==> src/rurc_map.svh <==
// Purpose: Offsets, field positions, reset values and timing figures of the RTC control core.
// Assumes: Included by its bare name from every design file that needs a figure.
// Notes: Times stay in their own units; cycle and tick counts are derived from them.
`ifndef RURC_MAP_SVH
`define RURC_MAP_SVH

`define RURC_DRC_ADDR 8'h0a
`define RURC_MEC_ADDR 8'h0b
`define RURC_EVF_ADDR 8'h0c
`define RURC_BST_ADDR 8'h0d

`define RURC_DRC_PEND 7
`define RURC_DRC_OSC_HI 6
`define RURC_DRC_OSC_LO 4
`define RURC_DRC_RATE_HI 3
`define RURC_DRC_RATE_LO 0

`define RURC_MEC_SET 7
`define RURC_MEC_PER_EN 6
`define RURC_MEC_ALM_EN 5
`define RURC_MEC_UPD_EN 4
`define RURC_MEC_SQ_EN 3
`define RURC_MEC_DFMT 2
`define RURC_MEC_HR24 1
`define RURC_MEC_DST_EN 0

`define RURC_EVF_LOW_ZERO 4'h0
`define RURC_BST_VALUE 8'h80
`define RURC_BYTE_ZERO 8'h00

`define RURC_OSC_RESET 3'h0
`define RURC_OSC_RUN 3'h2
`define RURC_OSC_HOLD_HI 2'h3
`define RURC_RATE_OFF 4'h0
`define RURC_RATE_ALIAS1 4'h1
`define RURC_RATE_ALIAS2 4'h2
`define RURC_TAP_ALIAS1 4'h6
`define RURC_TAP_ALIAS2 4'h7
`define RURC_TAP_OFFSET 4'h2
`define RURC_WILDCARD 2'h3

`define RURC_CLK_HZ 250000000
`define RURC_OSC_HZ 32768
`define RURC_OSC_TICK_CYC (`RURC_CLK_HZ / `RURC_OSC_HZ)
`define RURC_PRE_UPDATE_US 244
`define RURC_PRE_UPDATE_TICKS ((`RURC_PRE_UPDATE_US * `RURC_OSC_HZ + 999999) / 1000000)
`define RURC_FIRST_UPDATE_MS 500
`define RURC_DIV_PRESET 15'((`RURC_FIRST_UPDATE_MS * `RURC_OSC_HZ) / 1000)
`define RURC_DIV_LAST 15'h7fff
`define RURC_PEND_START 15'(`RURC_OSC_HZ - `RURC_PRE_UPDATE_TICKS)

`define RURC_SYNC_W 13

`endif

==> src/rurc_pkg.sv <==
// Purpose: Types shared by the RTC control core.
// Assumes: Figures live in rurc_map.svh.
// Notes: Only types are kept here.
package rurc_pkg;
    typedef logic [7:0] rurc_byte_t;
    typedef enum logic [1:0] {
        RURC_OSC_STOPPED,
        RURC_OSC_HELD,
        RURC_OSC_COUNTING
    } rurc_osc_mode_t;
endpackage : rurc_pkg

==> src/rurc_sync.sv <==
// Purpose: Two-stage synchroniser for the bus pins and the reset pin.
// Assumes: Inputs are asynchronous to clk.
// Notes: The first stage is read only by the second stage.
`timescale 1ns/1ps
`include "rurc_map.svh"
module rurc_sync (
    input wire logic clk,
    input wire logic sys_rst,
    input wire logic [`RURC_SYNC_W-1:0] asyncIn,
    output logic [`RURC_SYNC_W-1:0] syncOut
);
    logic [`RURC_SYNC_W-1:0] meta_r;
    logic [`RURC_SYNC_W-1:0] stable_r;

    always_ff @(posedge clk) begin
        if (sys_rst) begin
            meta_r <= '0;
            stable_r <= '0;
        end else begin
            meta_r <= asyncIn;
            stable_r <= meta_r;
        end
    end

    assign syncOut = stable_r;
endmodule : rurc_sync

==> src/rurc_core.sv <==
// Purpose: RTC control core: divider chain, rate taps, update cycle, alarm match, control registers.
// Assumes: Calendar counters, user copy and general RAM sit in other blocks fed by the strobes.
// Notes: sys_rst is power-on; resetPinN is the device reset pin and clears only the interrupt and square-wave enables and the event flags.
`timescale 1ns/1ps
`include "rurc_map.svh"
// Operation
// - Chain counts only with oscillator bits 010; the oscillator also runs with 11X.
// - Pattern 11X runs oscillator, holds chain reset; others stop oscillator.
// - First update comes 500 ms after the running pattern is written.
// - Rate bits pick one of 13 taps or off; one selector for both uses.
// - Periodic rate spans 500 ms down to 122 microseconds.
// - Rate change alters both square wave and periodic rate; separate enables.
// - Square pin toggles when enabled, else low; pin reset clears enable.
// - Update cycle runs every second regardless of set mode.
// - Set mode freezes user copy while internal copy keeps advancing.
// - Update compares three alarm bytes; top bits 11 act as wildcard.
// - Update-ended event follows every update cycle.
// - Pending flag rises 244 microseconds before each update transfer.
// - Pending flag read-only, pin-reset immune; writing set one clears it.
// - Rate bits are read/write and survive pin reset.
// - Set bit is read/write, untouched by pin reset and internal logic.
// - Periodic enable gates periodic flag to interrupt; flag sets regardless.
// - Alarm enable gates alarm flag; alarm event each matching second.
// - Update-ended enable cleared by pin reset or set bit rising.
// - Data format bit: one binary, zero BCD; never changed internally.
// - Hour format bit: one 24-hour, zero 12-hour; survives pin reset.
// - Daylight saving enable steers the spring and autumn hour jumps.
// - Control registers stay reachable at all times except during pin reset, updates included.
// - Interrupt line low while any flag meets its enable; summary mirrors it.
// - Reading the flag register clears the flags it returned set; pin reset clears all three event flags.
module rurc_core #(
    parameter int unsigned OSC_TICK_CYC = `RURC_OSC_TICK_CYC
) (
    input wire logic clk,
    input wire logic sys_rst,
    input wire logic resetPinN,
    input wire logic chipSelN,
    input wire logic addrStrobe,
    input wire logic dataStrobe,
    input wire logic readNotWrite,
    input wire rurc_pkg::rurc_byte_t adIn,
    output rurc_pkg::rurc_byte_t adOut,
    output logic adOe,
    output logic irqOut,
    output logic irqOe,
    output logic squareOutPin,
    output logic oscRunning,
    output logic updateAdvance,
    output logic userCopyLoad,
    output logic dataFormatSel,
    output logic hour24Sel,
    output logic daylightSavingEnable,
    input wire rurc_pkg::rurc_byte_t timeSec,
    input wire rurc_pkg::rurc_byte_t timeMin,
    input wire rurc_pkg::rurc_byte_t timeHour,
    input wire rurc_pkg::rurc_byte_t alarmSec,
    input wire rurc_pkg::rurc_byte_t alarmMin,
    input wire rurc_pkg::rurc_byte_t alarmHour
);
    import rurc_pkg::*;

    // Pin synchronisation.
    logic [`RURC_SYNC_W-1:0] syncIn;
    logic [`RURC_SYNC_W-1:0] syncOut;
    logic pinRstN;
    logic csN;
    logic asLvl;
    logic dsLvl;
    logic rdLvl;
    rurc_byte_t adSync;

    assign syncIn = {resetPinN, chipSelN, addrStrobe, dataStrobe, readNotWrite, adIn};

    rurc_sync i_rurc_sync (
        .clk(clk),
        .sys_rst(sys_rst),
        .asyncIn(syncIn),
        .syncOut(syncOut)
    );

    assign pinRstN = syncOut[12];
    assign csN = syncOut[11];
    assign asLvl = syncOut[10];
    assign dsLvl = syncOut[9];
    assign rdLvl = syncOut[8];
    assign adSync = syncOut[7:0];

    // Bus state.
    logic asPrev_r, asPrev_nxt;
    logic dsPrev_r, dsPrev_nxt;
    rurc_byte_t addr_r, addr_nxt;
    rurc_byte_t readData_r, readData_nxt;
    logic driving_r, driving_nxt;
    logic asFall;
    logic dsRise;
    logic dsFall;
    logic busOk;
    logic readStart;
    logic accessEnd;
    logic writeDrc;
    logic writeMec;
    logic clearFlags;
    logic [2:0] flagSnap;

    // Control registers.
    logic updatePendingFlag_r, updatePendingFlag_nxt;
    logic [2:0] oscCtl_r, oscCtl_nxt;
    logic [3:0] rateSel_r, rateSel_nxt;
    logic setMode_r, setMode_nxt;
    logic periodicIrqEnable_r, periodicIrqEnable_nxt;
    logic alarmIrqEnable_r, alarmIrqEnable_nxt;
    logic updateEndIrqEnable_r, updateEndIrqEnable_nxt;
    logic squareOutEnable_r, squareOutEnable_nxt;
    logic dataFormatSel_r, dataFormatSel_nxt;
    logic hour24Sel_r, hour24Sel_nxt;
    logic daylightSavingEnable_r, daylightSavingEnable_nxt;

    // Timebase and events.
    logic [12:0] tickCnt_r, tickCnt_nxt;
    logic [14:0] divCnt_r, divCnt_nxt;
    logic tapPrev_r, tapPrev_nxt;
    logic squareOut_r, squareOut_nxt;
    logic updateAdvance_r, updateAdvance_nxt;
    logic userCopyLoad_r, userCopyLoad_nxt;
    logic updateDone_r, updateDone_nxt;
    logic periodicEventFlag_r, periodicEventFlag_nxt;
    logic alarmEventFlag_r, alarmEventFlag_nxt;
    logic updateEndFlag_r, updateEndFlag_nxt;
    rurc_osc_mode_t oscMode;
    logic oscTick;
    logic chainTick;
    logic updateTick;
    logic pendingStart;
    logic [14:0] divNext;
    logic [3:0] tapIdx;
    logic tapOn;
    logic tapLvl;
    logic periodicEvent;
    logic alarmEvent;
    logic updateEndEvent;
    logic summaryIrqFlag;
    logic [2:0] byteHit;
    rurc_byte_t timeBytes [3];
    rurc_byte_t alarmBytes [3];

    assign asFall = asPrev_r & ~asLvl;
    assign dsRise = ~dsPrev_r & dsLvl;
    assign dsFall = dsPrev_r & ~dsLvl;
    assign busOk = pinRstN & ~csN;
    assign readStart = dsRise & busOk & rdLvl;
    assign accessEnd = dsFall & busOk;
    assign writeDrc = accessEnd & ~rdLvl & (addr_r == `RURC_DRC_ADDR);
    assign writeMec = accessEnd & ~rdLvl & (addr_r == `RURC_MEC_ADDR);
    assign clearFlags = accessEnd & rdLvl & (addr_r == `RURC_EVF_ADDR);
    assign flagSnap = {readData_r[6], readData_r[5], readData_r[4]};

    always_comb begin
        asPrev_nxt = asLvl;
        dsPrev_nxt = dsLvl;
        addr_nxt = addr_r;
        readData_nxt = readData_r;
        driving_nxt = driving_r;
        if (asFall && busOk) begin
            addr_nxt = adSync;
        end
        if (readStart) begin
            driving_nxt = 1'b1;
            unique case (addr_r)
                `RURC_DRC_ADDR: readData_nxt = {updatePendingFlag_r, oscCtl_r, rateSel_r};
                `RURC_MEC_ADDR: readData_nxt = {setMode_r, periodicIrqEnable_r,
                    alarmIrqEnable_r, updateEndIrqEnable_r, squareOutEnable_r,
                    dataFormatSel_r, hour24Sel_r, daylightSavingEnable_r};
                `RURC_EVF_ADDR: readData_nxt = {summaryIrqFlag, periodicEventFlag_r,
                    alarmEventFlag_r, updateEndFlag_r, `RURC_EVF_LOW_ZERO};
                `RURC_BST_ADDR: readData_nxt = `RURC_BST_VALUE;
                default: begin
                    readData_nxt = `RURC_BYTE_ZERO;
                    driving_nxt = 1'b0;
                end
            endcase
        end
        if (dsFall || !busOk) begin
            driving_nxt = 1'b0;
        end
    end

    always_ff @(posedge clk) begin
        if (sys_rst) begin
            asPrev_r <= 1'b0;
            dsPrev_r <= 1'b0;
            addr_r <= `RURC_BYTE_ZERO;
            readData_r <= `RURC_BYTE_ZERO;
            driving_r <= 1'b0;
        end else begin
            asPrev_r <= asPrev_nxt;
            dsPrev_r <= dsPrev_nxt;
            addr_r <= addr_nxt;
            readData_r <= readData_nxt;
            driving_r <= driving_nxt;
        end
    end

    // Control register writes; rate, oscillator, set and format bits ignore the reset pin.
    always_comb begin
        oscCtl_nxt = oscCtl_r;
        rateSel_nxt = rateSel_r;
        setMode_nxt = setMode_r;
        periodicIrqEnable_nxt = periodicIrqEnable_r;
        alarmIrqEnable_nxt = alarmIrqEnable_r;
        updateEndIrqEnable_nxt = updateEndIrqEnable_r;
        squareOutEnable_nxt = squareOutEnable_r;
        dataFormatSel_nxt = dataFormatSel_r;
        hour24Sel_nxt = hour24Sel_r;
        daylightSavingEnable_nxt = daylightSavingEnable_r;
        if (writeDrc) begin
            oscCtl_nxt = adSync[`RURC_DRC_OSC_HI:`RURC_DRC_OSC_LO];
            rateSel_nxt = adSync[`RURC_DRC_RATE_HI:`RURC_DRC_RATE_LO];
        end
        if (writeMec) begin
            setMode_nxt = adSync[`RURC_MEC_SET];
            periodicIrqEnable_nxt = adSync[`RURC_MEC_PER_EN];
            alarmIrqEnable_nxt = adSync[`RURC_MEC_ALM_EN];
            updateEndIrqEnable_nxt = adSync[`RURC_MEC_UPD_EN] &
                ~(adSync[`RURC_MEC_SET] & ~setMode_r);
            squareOutEnable_nxt = adSync[`RURC_MEC_SQ_EN];
            dataFormatSel_nxt = adSync[`RURC_MEC_DFMT];
            hour24Sel_nxt = adSync[`RURC_MEC_HR24];
            daylightSavingEnable_nxt = adSync[`RURC_MEC_DST_EN];
        end
        if (!pinRstN) begin
            periodicIrqEnable_nxt = 1'b0;
            alarmIrqEnable_nxt = 1'b0;
            updateEndIrqEnable_nxt = 1'b0;
            squareOutEnable_nxt = 1'b0;
        end
    end

    always_ff @(posedge clk) begin
        if (sys_rst) begin
            oscCtl_r <= `RURC_OSC_RESET;
            rateSel_r <= `RURC_RATE_OFF;
            setMode_r <= 1'b0;
            periodicIrqEnable_r <= 1'b0;
            alarmIrqEnable_r <= 1'b0;
            updateEndIrqEnable_r <= 1'b0;
            squareOutEnable_r <= 1'b0;
            dataFormatSel_r <= 1'b0;
            hour24Sel_r <= 1'b0;
            daylightSavingEnable_r <= 1'b0;
        end else begin
            oscCtl_r <= oscCtl_nxt;
            rateSel_r <= rateSel_nxt;
            setMode_r <= setMode_nxt;
            periodicIrqEnable_r <= periodicIrqEnable_nxt;
            alarmIrqEnable_r <= alarmIrqEnable_nxt;
            updateEndIrqEnable_r <= updateEndIrqEnable_nxt;
            squareOutEnable_r <= squareOutEnable_nxt;
            dataFormatSel_r <= dataFormatSel_nxt;
            hour24Sel_r <= hour24Sel_nxt;
            daylightSavingEnable_r <= daylightSavingEnable_nxt;
        end
    end

    // Oscillator mode decode.
    always_comb begin
        if (oscCtl_r == `RURC_OSC_RUN) begin
            oscMode = RURC_OSC_COUNTING;
        end else if (oscCtl_r[2:1] == `RURC_OSC_HOLD_HI) begin
            oscMode = RURC_OSC_HELD;
        end else begin
            oscMode = RURC_OSC_STOPPED;
        end
    end

    assign oscTick = (oscMode != RURC_OSC_STOPPED) && (tickCnt_r == 13'(OSC_TICK_CYC - 1));
    assign chainTick = oscTick && (oscMode == RURC_OSC_COUNTING);
    assign divNext = divCnt_r + 15'h1;
    assign updateTick = chainTick && (divCnt_r == `RURC_DIV_LAST);
    assign pendingStart = chainTick && (divNext == `RURC_PEND_START) && !setMode_r;

    // Tap select; codes 1 and 2 reuse the taps of codes 8 and 9.
    always_comb begin
        unique case (rateSel_r)
            `RURC_RATE_OFF: tapIdx = 4'h0;
            `RURC_RATE_ALIAS1: tapIdx = `RURC_TAP_ALIAS1;
            `RURC_RATE_ALIAS2: tapIdx = `RURC_TAP_ALIAS2;
            default: tapIdx = rateSel_r - `RURC_TAP_OFFSET;
        endcase
    end

    assign tapOn = (rateSel_r != `RURC_RATE_OFF) && (oscMode == RURC_OSC_COUNTING);
    assign tapLvl = tapOn & divCnt_r[tapIdx];
    assign periodicEvent = tapLvl & ~tapPrev_r;

    // Alarm match with the wildcard code on each byte.
    assign timeBytes[0] = timeSec;
    assign timeBytes[1] = timeMin;
    assign timeBytes[2] = timeHour;
    assign alarmBytes[0] = alarmSec;
    assign alarmBytes[1] = alarmMin;
    assign alarmBytes[2] = alarmHour;

    genvar gi;
    generate
        for (gi = 0; gi < 3; gi++) begin : g_match
            assign byteHit[gi] = (alarmBytes[gi][7:6] == `RURC_WILDCARD) ||
                (alarmBytes[gi] == timeBytes[gi]);
        end
    endgenerate

    assign alarmEvent = updateDone_r & (&byteHit);
    assign updateEndEvent = updateDone_r;

    always_comb begin
        tickCnt_nxt = tickCnt_r + 13'h1;
        if (oscMode == RURC_OSC_STOPPED || oscTick) begin
            tickCnt_nxt = 13'h0;
        end
        divCnt_nxt = divCnt_r;
        if (oscMode != RURC_OSC_COUNTING) begin
            divCnt_nxt = `RURC_DIV_PRESET;
        end else if (chainTick) begin
            divCnt_nxt = divNext;
        end
        tapPrev_nxt = tapLvl;
        squareOut_nxt = tapLvl & squareOutEnable_r;
        updateAdvance_nxt = updateTick;
        userCopyLoad_nxt = updateTick & ~setMode_r;
        updateDone_nxt = updateAdvance_r;
        updatePendingFlag_nxt = updatePendingFlag_r;
        if (pendingStart) begin
            updatePendingFlag_nxt = 1'b1;
        end
        if (updateTick || (writeMec && adSync[`RURC_MEC_SET])) begin
            updatePendingFlag_nxt = 1'b0;
        end
        periodicEventFlag_nxt = (periodicEventFlag_r & ~(clearFlags & flagSnap[2])) |
            periodicEvent;
        alarmEventFlag_nxt = (alarmEventFlag_r & ~(clearFlags & flagSnap[1])) | alarmEvent;
        updateEndFlag_nxt = (updateEndFlag_r & ~(clearFlags & flagSnap[0])) | updateEndEvent;
        if (!pinRstN) begin
            periodicEventFlag_nxt = 1'b0;
            alarmEventFlag_nxt = 1'b0;
            updateEndFlag_nxt = 1'b0;
        end
    end

    always_ff @(posedge clk) begin
        if (sys_rst) begin
            tickCnt_r <= 13'h0;
            divCnt_r <= `RURC_DIV_PRESET;
            tapPrev_r <= 1'b0;
            squareOut_r <= 1'b0;
            updateAdvance_r <= 1'b0;
            userCopyLoad_r <= 1'b0;
            updateDone_r <= 1'b0;
            updatePendingFlag_r <= 1'b0;
            periodicEventFlag_r <= 1'b0;
            alarmEventFlag_r <= 1'b0;
            updateEndFlag_r <= 1'b0;
        end else begin
            tickCnt_r <= tickCnt_nxt;
            divCnt_r <= divCnt_nxt;
            tapPrev_r <= tapPrev_nxt;
            squareOut_r <= squareOut_nxt;
            updateAdvance_r <= updateAdvance_nxt;
            userCopyLoad_r <= userCopyLoad_nxt;
            updateDone_r <= updateDone_nxt;
            updatePendingFlag_r <= updatePendingFlag_nxt;
            periodicEventFlag_r <= periodicEventFlag_nxt;
            alarmEventFlag_r <= alarmEventFlag_nxt;
            updateEndFlag_r <= updateEndFlag_nxt;
        end
    end

    assign summaryIrqFlag = (periodicEventFlag_r & periodicIrqEnable_r) |
        (alarmEventFlag_r & alarmIrqEnable_r) |
        (updateEndFlag_r & updateEndIrqEnable_r);

    // The interrupt pin is open drain: it only ever pulls low.
    assign irqOut = 1'b0;
    assign irqOe = summaryIrqFlag;
    assign adOut = readData_r;
    assign adOe = driving_r;
    assign squareOutPin = squareOut_r;
    assign oscRunning = (oscMode != RURC_OSC_STOPPED);
    assign updateAdvance = updateAdvance_r;
    assign userCopyLoad = userCopyLoad_r;
    assign dataFormatSel = dataFormatSel_r;
    assign hour24Sel = hour24Sel_r;
    // The calendar block applies the April and October hour jumps while this is set.
    assign daylightSavingEnable = daylightSavingEnable_r;
endmodule : rurc_core

==> config.mk <==
export PLATFORM = sky130hd
export DESIGN_NAME = rurc_core
export DESIGN_NICKNAME = d
export VERILOG_FILES = /design/src/rurc_pkg.sv /design/src/rurc_sync.sv /design/src/rurc_core.sv
export VERILOG_INCLUDE_DIRS = /design/src
export SDC_FILE = /design/constraint.sdc
export NUM_CORES = 1
export LEC_CHECK = 0
export BUFFER_PORTS_ARGS = -buffer_cell sky130_fd_sc_hd__buf_2
export CORE_ASPECT_RATIO = 0.9
export CORE_MARGIN = 5
export CORE_UTILIZATION = 50
export CTS_CLUSTER_SIZE = 8
export DETAILED_ROUTE_END_ITERATION = 10
export MAX_ROUTING_LAYER = met4
export PLACE_DENSITY = 0.76
export REMOVE_ABC_BUFFERS = 1
export SETUP_SLACK_MARGIN = 0.05
export SLEW_MARGIN = 20
export SYNTH_ARGS = -nofsm -noshare
export SYNTH_HDL_FRONTEND = slang
export SYNTH_HIERARCHICAL = 1
export SYNTH_SLANG_ARGS = --single-unit
==> constraint.sdc <==
create_clock -name clk -period 1.9 [get_ports clk]
set_input_delay 0.095 -clock clk [delete_from_list [all_inputs] [get_ports clk]]
set_output_delay 0.095 -clock clk [all_outputs]
set_load 0.01 [all_outputs]
== Yosys cells after proc, flatten, opt, wreduce, memory -nomap -nowiden ==
Cells that the tools add are included.
W data, S select, Z words.

* Register bits: 97
* Input port bits: 63
* Output and inout port bits: 18
* Logic and storage cells: 130

* Add/sub/neg operators: 3
* Magnitude comparators: 1
* Equality and inequality tests: 19
* Multiplexer cells: 7
* Bitwise logic cells: 45
* Reduce and logical (&&, ||, !) cells: 27

{| class="wikitable"
|+ Operators with widths
! cell !! count
|-
| $eq A8 B4 Y1 const B || 4
|-
| $pmux W8 S4 || 1
|-
| $eq A15 B15 Y1 const B || 2
|-
| $and A1 B1 Y1 || 28
|-
| $eq A8 B8 Y1 || 3
|-
| $add A15 B1 Y15 const B || 1
|-
| $add A13 B1 Y13 const B || 1
|-
| $eq A13 B13 Y1 const B || 1
|-
| $not A1 Y1 || 12
|-
| $pmux W4 S3 || 1
|-
| $eq A2 B2 Y1 const B || 5
|-
| $reduce_or A2 Y1 || 5
|-
| $logic_and A1 B1 Y1 || 8
|-
| $logic_or A1 B1 Y1 || 6
|-
| $lt A4 B5 Y1 const B || 1
|-
| $or A1 B1 Y1 || 5
|-
| $bmux W1 S4 || 1
|-
| $eq A4 B1 Y1 const B || 1
|-
| $eq A4 B2 Y1 const B || 1
|-
| $logic_not A4 Y1 || 1
|-
| $reduce_bool A4 Y1 || 1
|-
| $reduce_or A4 Y1 || 1
|-
| $sub A4 B2 Y4 const B || 1
|-
| $eq A3 B2 Y1 const B || 1
|-
| 7 further kinds || 10
|}

== Logic depth before layout (Yosys ltp) ==
* Depth after elaboration: 9
* Depth in mapped cells: 9
* Depth with buffers taken out: 8

== Cells and area by module ==
Netlist, hierarchy kept.

{| class="wikitable"
|+ By module, submodules not included
! module !! times used !! cells each !! area an instance (um^2) !! sequential area each (um^2)
|-
| rurc_core || 1 || 463 || 3774.9 || 1421.4
|-
| rurc_sync || 1 || 54 || 700.7 || 520.5
|}

== Worst setup path before layout ==
OpenSTA, ideal clock, no wires.

* Path type: register -> register
* From: register rateSel_r[2]
* To: register periodicEventFlag_r
* Setup time: 0.126 ns
* Arrival time: 1.963 ns
* Data required time: 1.774 ns
* Setup slack: -0.189 ns
* Cell stages (with the launch flop): 8
* Buffers on the path: 1
* Clock period less this slack: 2.089 ns
* Cells stage by stage: dfxtp_1 > or2_1 > buf_6 > mux2_4 > a211o_1 > a221o_1 > a311oi_2 > o21ai_1

* Longest elaborated chain between the ends: 7
* Elaborated cells between the ends (all ways): 12
* Those cells by class: add/sub (1); eq/ne (2); mux (3); bitwise (3); reduce/logical (3)

{| class="wikitable"
|+ RTL lines
! what !! RTL line !! text
|-
| start, declared || rurc_core.sv:108 || <nowiki>logic [3:0] rateSel_r, rateSel_nxt;</nowiki>
|-
| start signal, assigned || rurc_core.sv:241 || <nowiki>rateSel_r <= `RURC_RATE_OFF;</nowiki>
|-
| start signal, assigned || rurc_core.sv:252 || <nowiki>rateSel_r <= rateSel_nxt;</nowiki>
|-
| $sub A4 B2 Y4 (no source line), or another cell as far along || - ||
|-
| $pmux W4 S3 || rurc_core.sv:283 || <nowiki>unique case (rateSel_r)</nowiki>
|-
| $bmux W1 S4 || rurc_core.sv:292 || <nowiki>assign tapLvl = tapOn & divCnt_r[tapIdx];</nowiki>
|-
| $mux W1 (implied by the code) || rurc_core.sv:292 ||
|-
| $and A1 B1 Y1 * || rurc_core.sv:292 ||
|-
| $and A1 B1 Y1 * || rurc_core.sv:293 || <nowiki>assign periodicEvent = tapLvl & ~tapPrev_r;</nowiki>
|-
| $or A1 B1 Y1 * || rurc_core.sv:337 || <nowiki>periodicEventFlag_nxt = (periodicEventFlag_r & ~(clearFlags & flagSnap[2])) |</nowiki>
|-
| end signal, assigned || rurc_core.sv:370 || <nowiki>periodicEventFlag_r <= periodicEventFlag_nxt;</nowiki>
|-
| end, declared || rurc_core.sv:126 || <nowiki>logic periodicEventFlag_r, periodicEventFlag_nxt;</nowiki>
|}

Mark *: on every way between the ends. The rest lies on a longest branch, timed or not. The select of a mux whose other input is x is not followed.
A chain may end at the register's enable or synchronous reset.

== Worst setup path in the final report ==
* From: register rateSel_r[2]
* To: register squareOut_r (netlist: squareOutPin)

* Longest elaborated chain between the ends: 6
* Elaborated cells between the ends (all ways): 11
* Those cells by class: add/sub (1); eq/ne (2); mux (3); bitwise (2); reduce/logical (3)

{| class="wikitable"
|+ RTL lines
! what !! RTL line !! text
|-
| $sub A4 B2 Y4 (no source line), or another cell as far along || - ||
|-
| $pmux W4 S3 || rurc_core.sv:283 ||
|-
| $bmux W1 S4 || rurc_core.sv:292 ||
|-
| $mux W1 (implied by the code) || rurc_core.sv:292 ||
|-
| $and A1 B1 Y1 * || rurc_core.sv:292 ||
|-
| $and A1 B1 Y1 * || rurc_core.sv:326 || <nowiki>squareOut_nxt = tapLvl & squareOutEnable_r;</nowiki>
|-
| end signal, assigned || rurc_core.sv:365 || <nowiki>squareOut_r <= squareOut_nxt;</nowiki>
|-
| end, declared || rurc_core.sv:122 || <nowiki>logic squareOut_r, squareOut_nxt;</nowiki>
|}

Marked as above.

==> load_flow_metrics.sql <==
INSERT INTO impl_metrics (metric_group, metric, value, unit) VALUES
('clocking', 'cts_root_buffer', 'clkbuf_8', ''),
('sta', 'timing.final.crit_period', '2020', 'ps'),
('logic_synthesis', 'postSynthCellCount', '517', ''),
('finish', 'post_route_cells_drive_above_1_share', '28.3', '%'),
('logic_synthesis', 'ys_async_sr_fraction', '0', '%'),
('sta', 'report.final.setup_viol', '3', ''),
('clocking', 'tritoncts', 'done', ''),
('run_status', 'outcome', 'finished with violations', ''),
('die', 'floorplan.initialDensity', '51.8', '%'),
('route', 'wl_per_cell', '14.3', 'microns'),
('grt', 'number_of_global_route_vias_before_repair', '3903', ''),
('place', 'portBuffers', '79', ''),
('grt', 'grt_first_pass_wirelength', '17400', 'microns'),
('route', 'drt_first_iter_violations', '200', ''),
('run_status', 'failed_checks', 'setup timing', ''),
('grt', 'grt-ovfl-total', '0', ''),
('route', 'dr_total_vias', '4013', ''),
('power', 'leakage', '2.06', 'nW'),
('finish', 'fillCellCount', '729', ''),
('finish', 'layout.cells.most_common_list', 'dfxtp_1 (87), buf_2 (79), nand2_1 (58)', ''),
('critical_path', 'r2r.worst_path.cells', '6', ''),
('grt', 'grt_antenna_before_repair', '0', ''),
('clocking', 'worst_skew_pair.late_latency', '370', 'ps'),
('hold_path', 'hold_path_startpoint', 'sys_rst', ''),
('critical_path', 'worst-setup-path-type', 'flop to flop', ''),
('finish', 'ff_latch_area', '1950', 'sq um'),
('critical_path', 'r2r_setup_slack', '-120', 'ps'),
('critical_path', 'slowest_delay', '340', 'ps'),
('logic_synthesis', 'syn_area', '4480', 'sq um'),
('logic_synthesis', 'synth.ff_latch_count', '97', ''),
('sta', 'slew_viol_final', '0', ''),
('job', 'cap_viol_max_count', '0', ''),
('sta', 'layout_worst_path_cycle_share', '106', '%'),
('clocking', 'cts_sinks', '97', ''),
('sta', 'worst_slew_pin_slew', '680', 'ps'),
('critical_path', 'worst_setup_path_start_kind', 'flop', ''),
('finish', 'stdcell_area', '5680', 'sq um'),
('sta', 'setup_ws', '-118', 'ps'),
('finish', 'num_antenna_cells', '0', ''),
('hold_path', 'hold_path_class', 'input pin to flop', ''),
('sta', 'hold_viol', '0', ''),
('clocking', 'max-clock-path-buffers', '2', ''),
('finish', 'mostFrequentLayoutCell', 'dfxtp_1', ''),
('critical_path', 'crit_path_end_kind', 'flop', ''),
('route', 'remaining_drc_errors', '0', ''),
('grt', 'gr-max-usage-layer', 'met2', ''),
('logic_synthesis', 'synth_edf_count', '0', ''),
('hold_path', 'hold_end', 'i_rurc_sync/meta_r[8]$_SDFF_PP0_', ''),
('die', 'boundaryPins', '81', ''),
('critical_path', 'critical_path.slowest_cell', 'a311oi_2', ''),
('critical_path', 'r2r_start', 'rateSel_r[2]$_SDFFE_PP0P_', ''),
('sta', 'clock_skew', '7.81', 'ps'),
('logic_synthesis', 'ys_types', '58', ''),
('die', 'design.die.area', '10900', 'sq um'),
('clocking', 'clk_pin_slew', '90', 'ps'),
('critical_path', 'worst_path_dominant_cell_family', 'compound AO/OA/AOI/OAI gates', ''),
('sta', 'achievable-frequency', '496', 'MHz'),
('logic_synthesis', 'postSynthAreaPerCell', '8.66', 'sq um'),
('finish', 'area.growth.synth_to_final', '26.9', '%'),
('critical_path', 'worstReg2RegEnd', 'squareOutPin$_SDFF_PP0_', ''),
('clocking', 'total_cts_buffers', '9', ''),
('sta', 'grt_setup_unrepaired', 'yes', ''),
('logic_synthesis', 'seq_area_frac_synth', '43.4', '%'),
('clocking', 'cts_htree_levels', '3', ''),
('grt', 'global_route.usage.met2', '31.8', '%'),
('finish', 'multi_input_area', '2480', 'sq um'),
('power', 'maximum_ir_drop_on_the_vdd_rail', '547', 'uV'),
('grt', 'largest_net_degree_at_the_start_of_global_routing', '36', ''),
('route', 'ant_nets', '0', ''),
('die', 'coreArea', '8650', 'sq um'),
('route', 'detail_route.first_pass.iterations', '5', '');
[cell usage after synthesis, types with 9 or more instances]
cell	n	share of area [%]
nor3_1	12	1.3
nand3_1	16	1.8
inv_1	15	1.3
mux2i_1	11	2.5
xor2_1	13	2.5
dfxtp_1	97	43
nand4_1	11	1.5
nor2_1	50	4.2
o21ai_0	17	1.9
nand2_1	58	4.9
a22oi_1	9	1.5
a21oi_1	27	3.0
clkbuf_1	20	1.7
nor2b_1	31	4.3
xnor2_1	37	7.2
[cells by family after synthesis]
family / synth area share, %
AOI/OAI and AO/OA: 11.4
xor gates and xnor gates: 9.78
adders and majority gates: 1.12
buffers and inverters: 4.03
DFF: 43.4
muxes: 3.30
other: 0.0838
and+or+nand+nor: 26.9
[state kept, by name (all words and copies together) (netlist names), 3 cells and up]
signal               flops
oscCtl_r                 3
i_rurc_sync/syncOut     13
addr_r                   8
i_rurc_sync/meta_r      13
rateSel_r                4
tickCnt_r               13
divCnt_r                15
adOut                    8
[worst register-to-register path: stages (launching register included)]
cell and delay (ps):
dfxtp_2 330, or2_4 240, mux2_4 290, a211o_1 290, a221o_1 320, a311oi_2 340, nor4_1 90
[through the flow]
step                      setup TNS (ps)  cells  hold slack [ps]  power [W]  util (%)
after floorplan                     -430    491              164    0.00219         -
after global placement              -245    721              300    0.00229      59.4
after detailed placement            -333    721              307    0.00230      59.4
after CTS                           -236    750             56.4    0.00384      63.7
after global routing                -428    755             77.2    0.00395      65.7
final                               -333    755             74.8    0.00381      65.7
[power breakdown]
part	switching, W	leakage (nW)	internal [W]
registers	0.0000141	0.792	0.00206
logic	0.0000800	1.16	0.000121
clock network	0.000745	0.115	0.000796
total	0.000839	2.06	0.00297
[timing repair]
item | CTS | global route
pin swaps | 3 | 16
resized for setup | 3 | 40
hold endpoints to repair | 13 | 0
buffers inserted | 0 | 6
hold buffers | 13 | 0
setup endpoints to repair | 5 | 40
[layer usage]
layer | routed length, microns | share of wire, %
met2 | 5050 | 47
met4 | 195 | 1.8
met3 | 718 | 6.6
met1 | 4860 | 45
met5 | 0 | 0
[area by class of cell]
cell class	instances	share of cell area, %
multi-input cells	379	43.7
flip-flops and latches	97	34.4
repair buffers	129	14.1
well taps	119	2.62
clock buffers	10	2.42
clock inverters	6	1.70
inverters	15	0.991
[worst max-delay path by stage]
stage                                    startpoint                        endpoint  slack [ps]  depth (start not counted)
after floorplan           rateSel_r[2]$_SDFFE_PP0P_  periodicEventFlag_r$_SDFF_PP0_        -140                          6
after global routing      rateSel_r[2]$_SDFFE_PP0P_  periodicEventFlag_r$_SDFF_PP0_        -150                          6
after global placement    rateSel_r[2]$_SDFFE_PP0P_  periodicEventFlag_r$_SDFF_PP0_        -100                          6
final                     rateSel_r[2]$_SDFFE_PP0P_         squareOutPin$_SDFF_PP0_        -120                          6
after detailed placement  rateSel_r[2]$_SDFFE_PP0P_  periodicEventFlag_r$_SDFF_PP0_        -130                          6
after CTS                 rateSel_r[2]$_SDFFE_PP0P_         squareOutPin$_SDFF_PP0_         -80                          6
(Power assumes the default switching activity.)
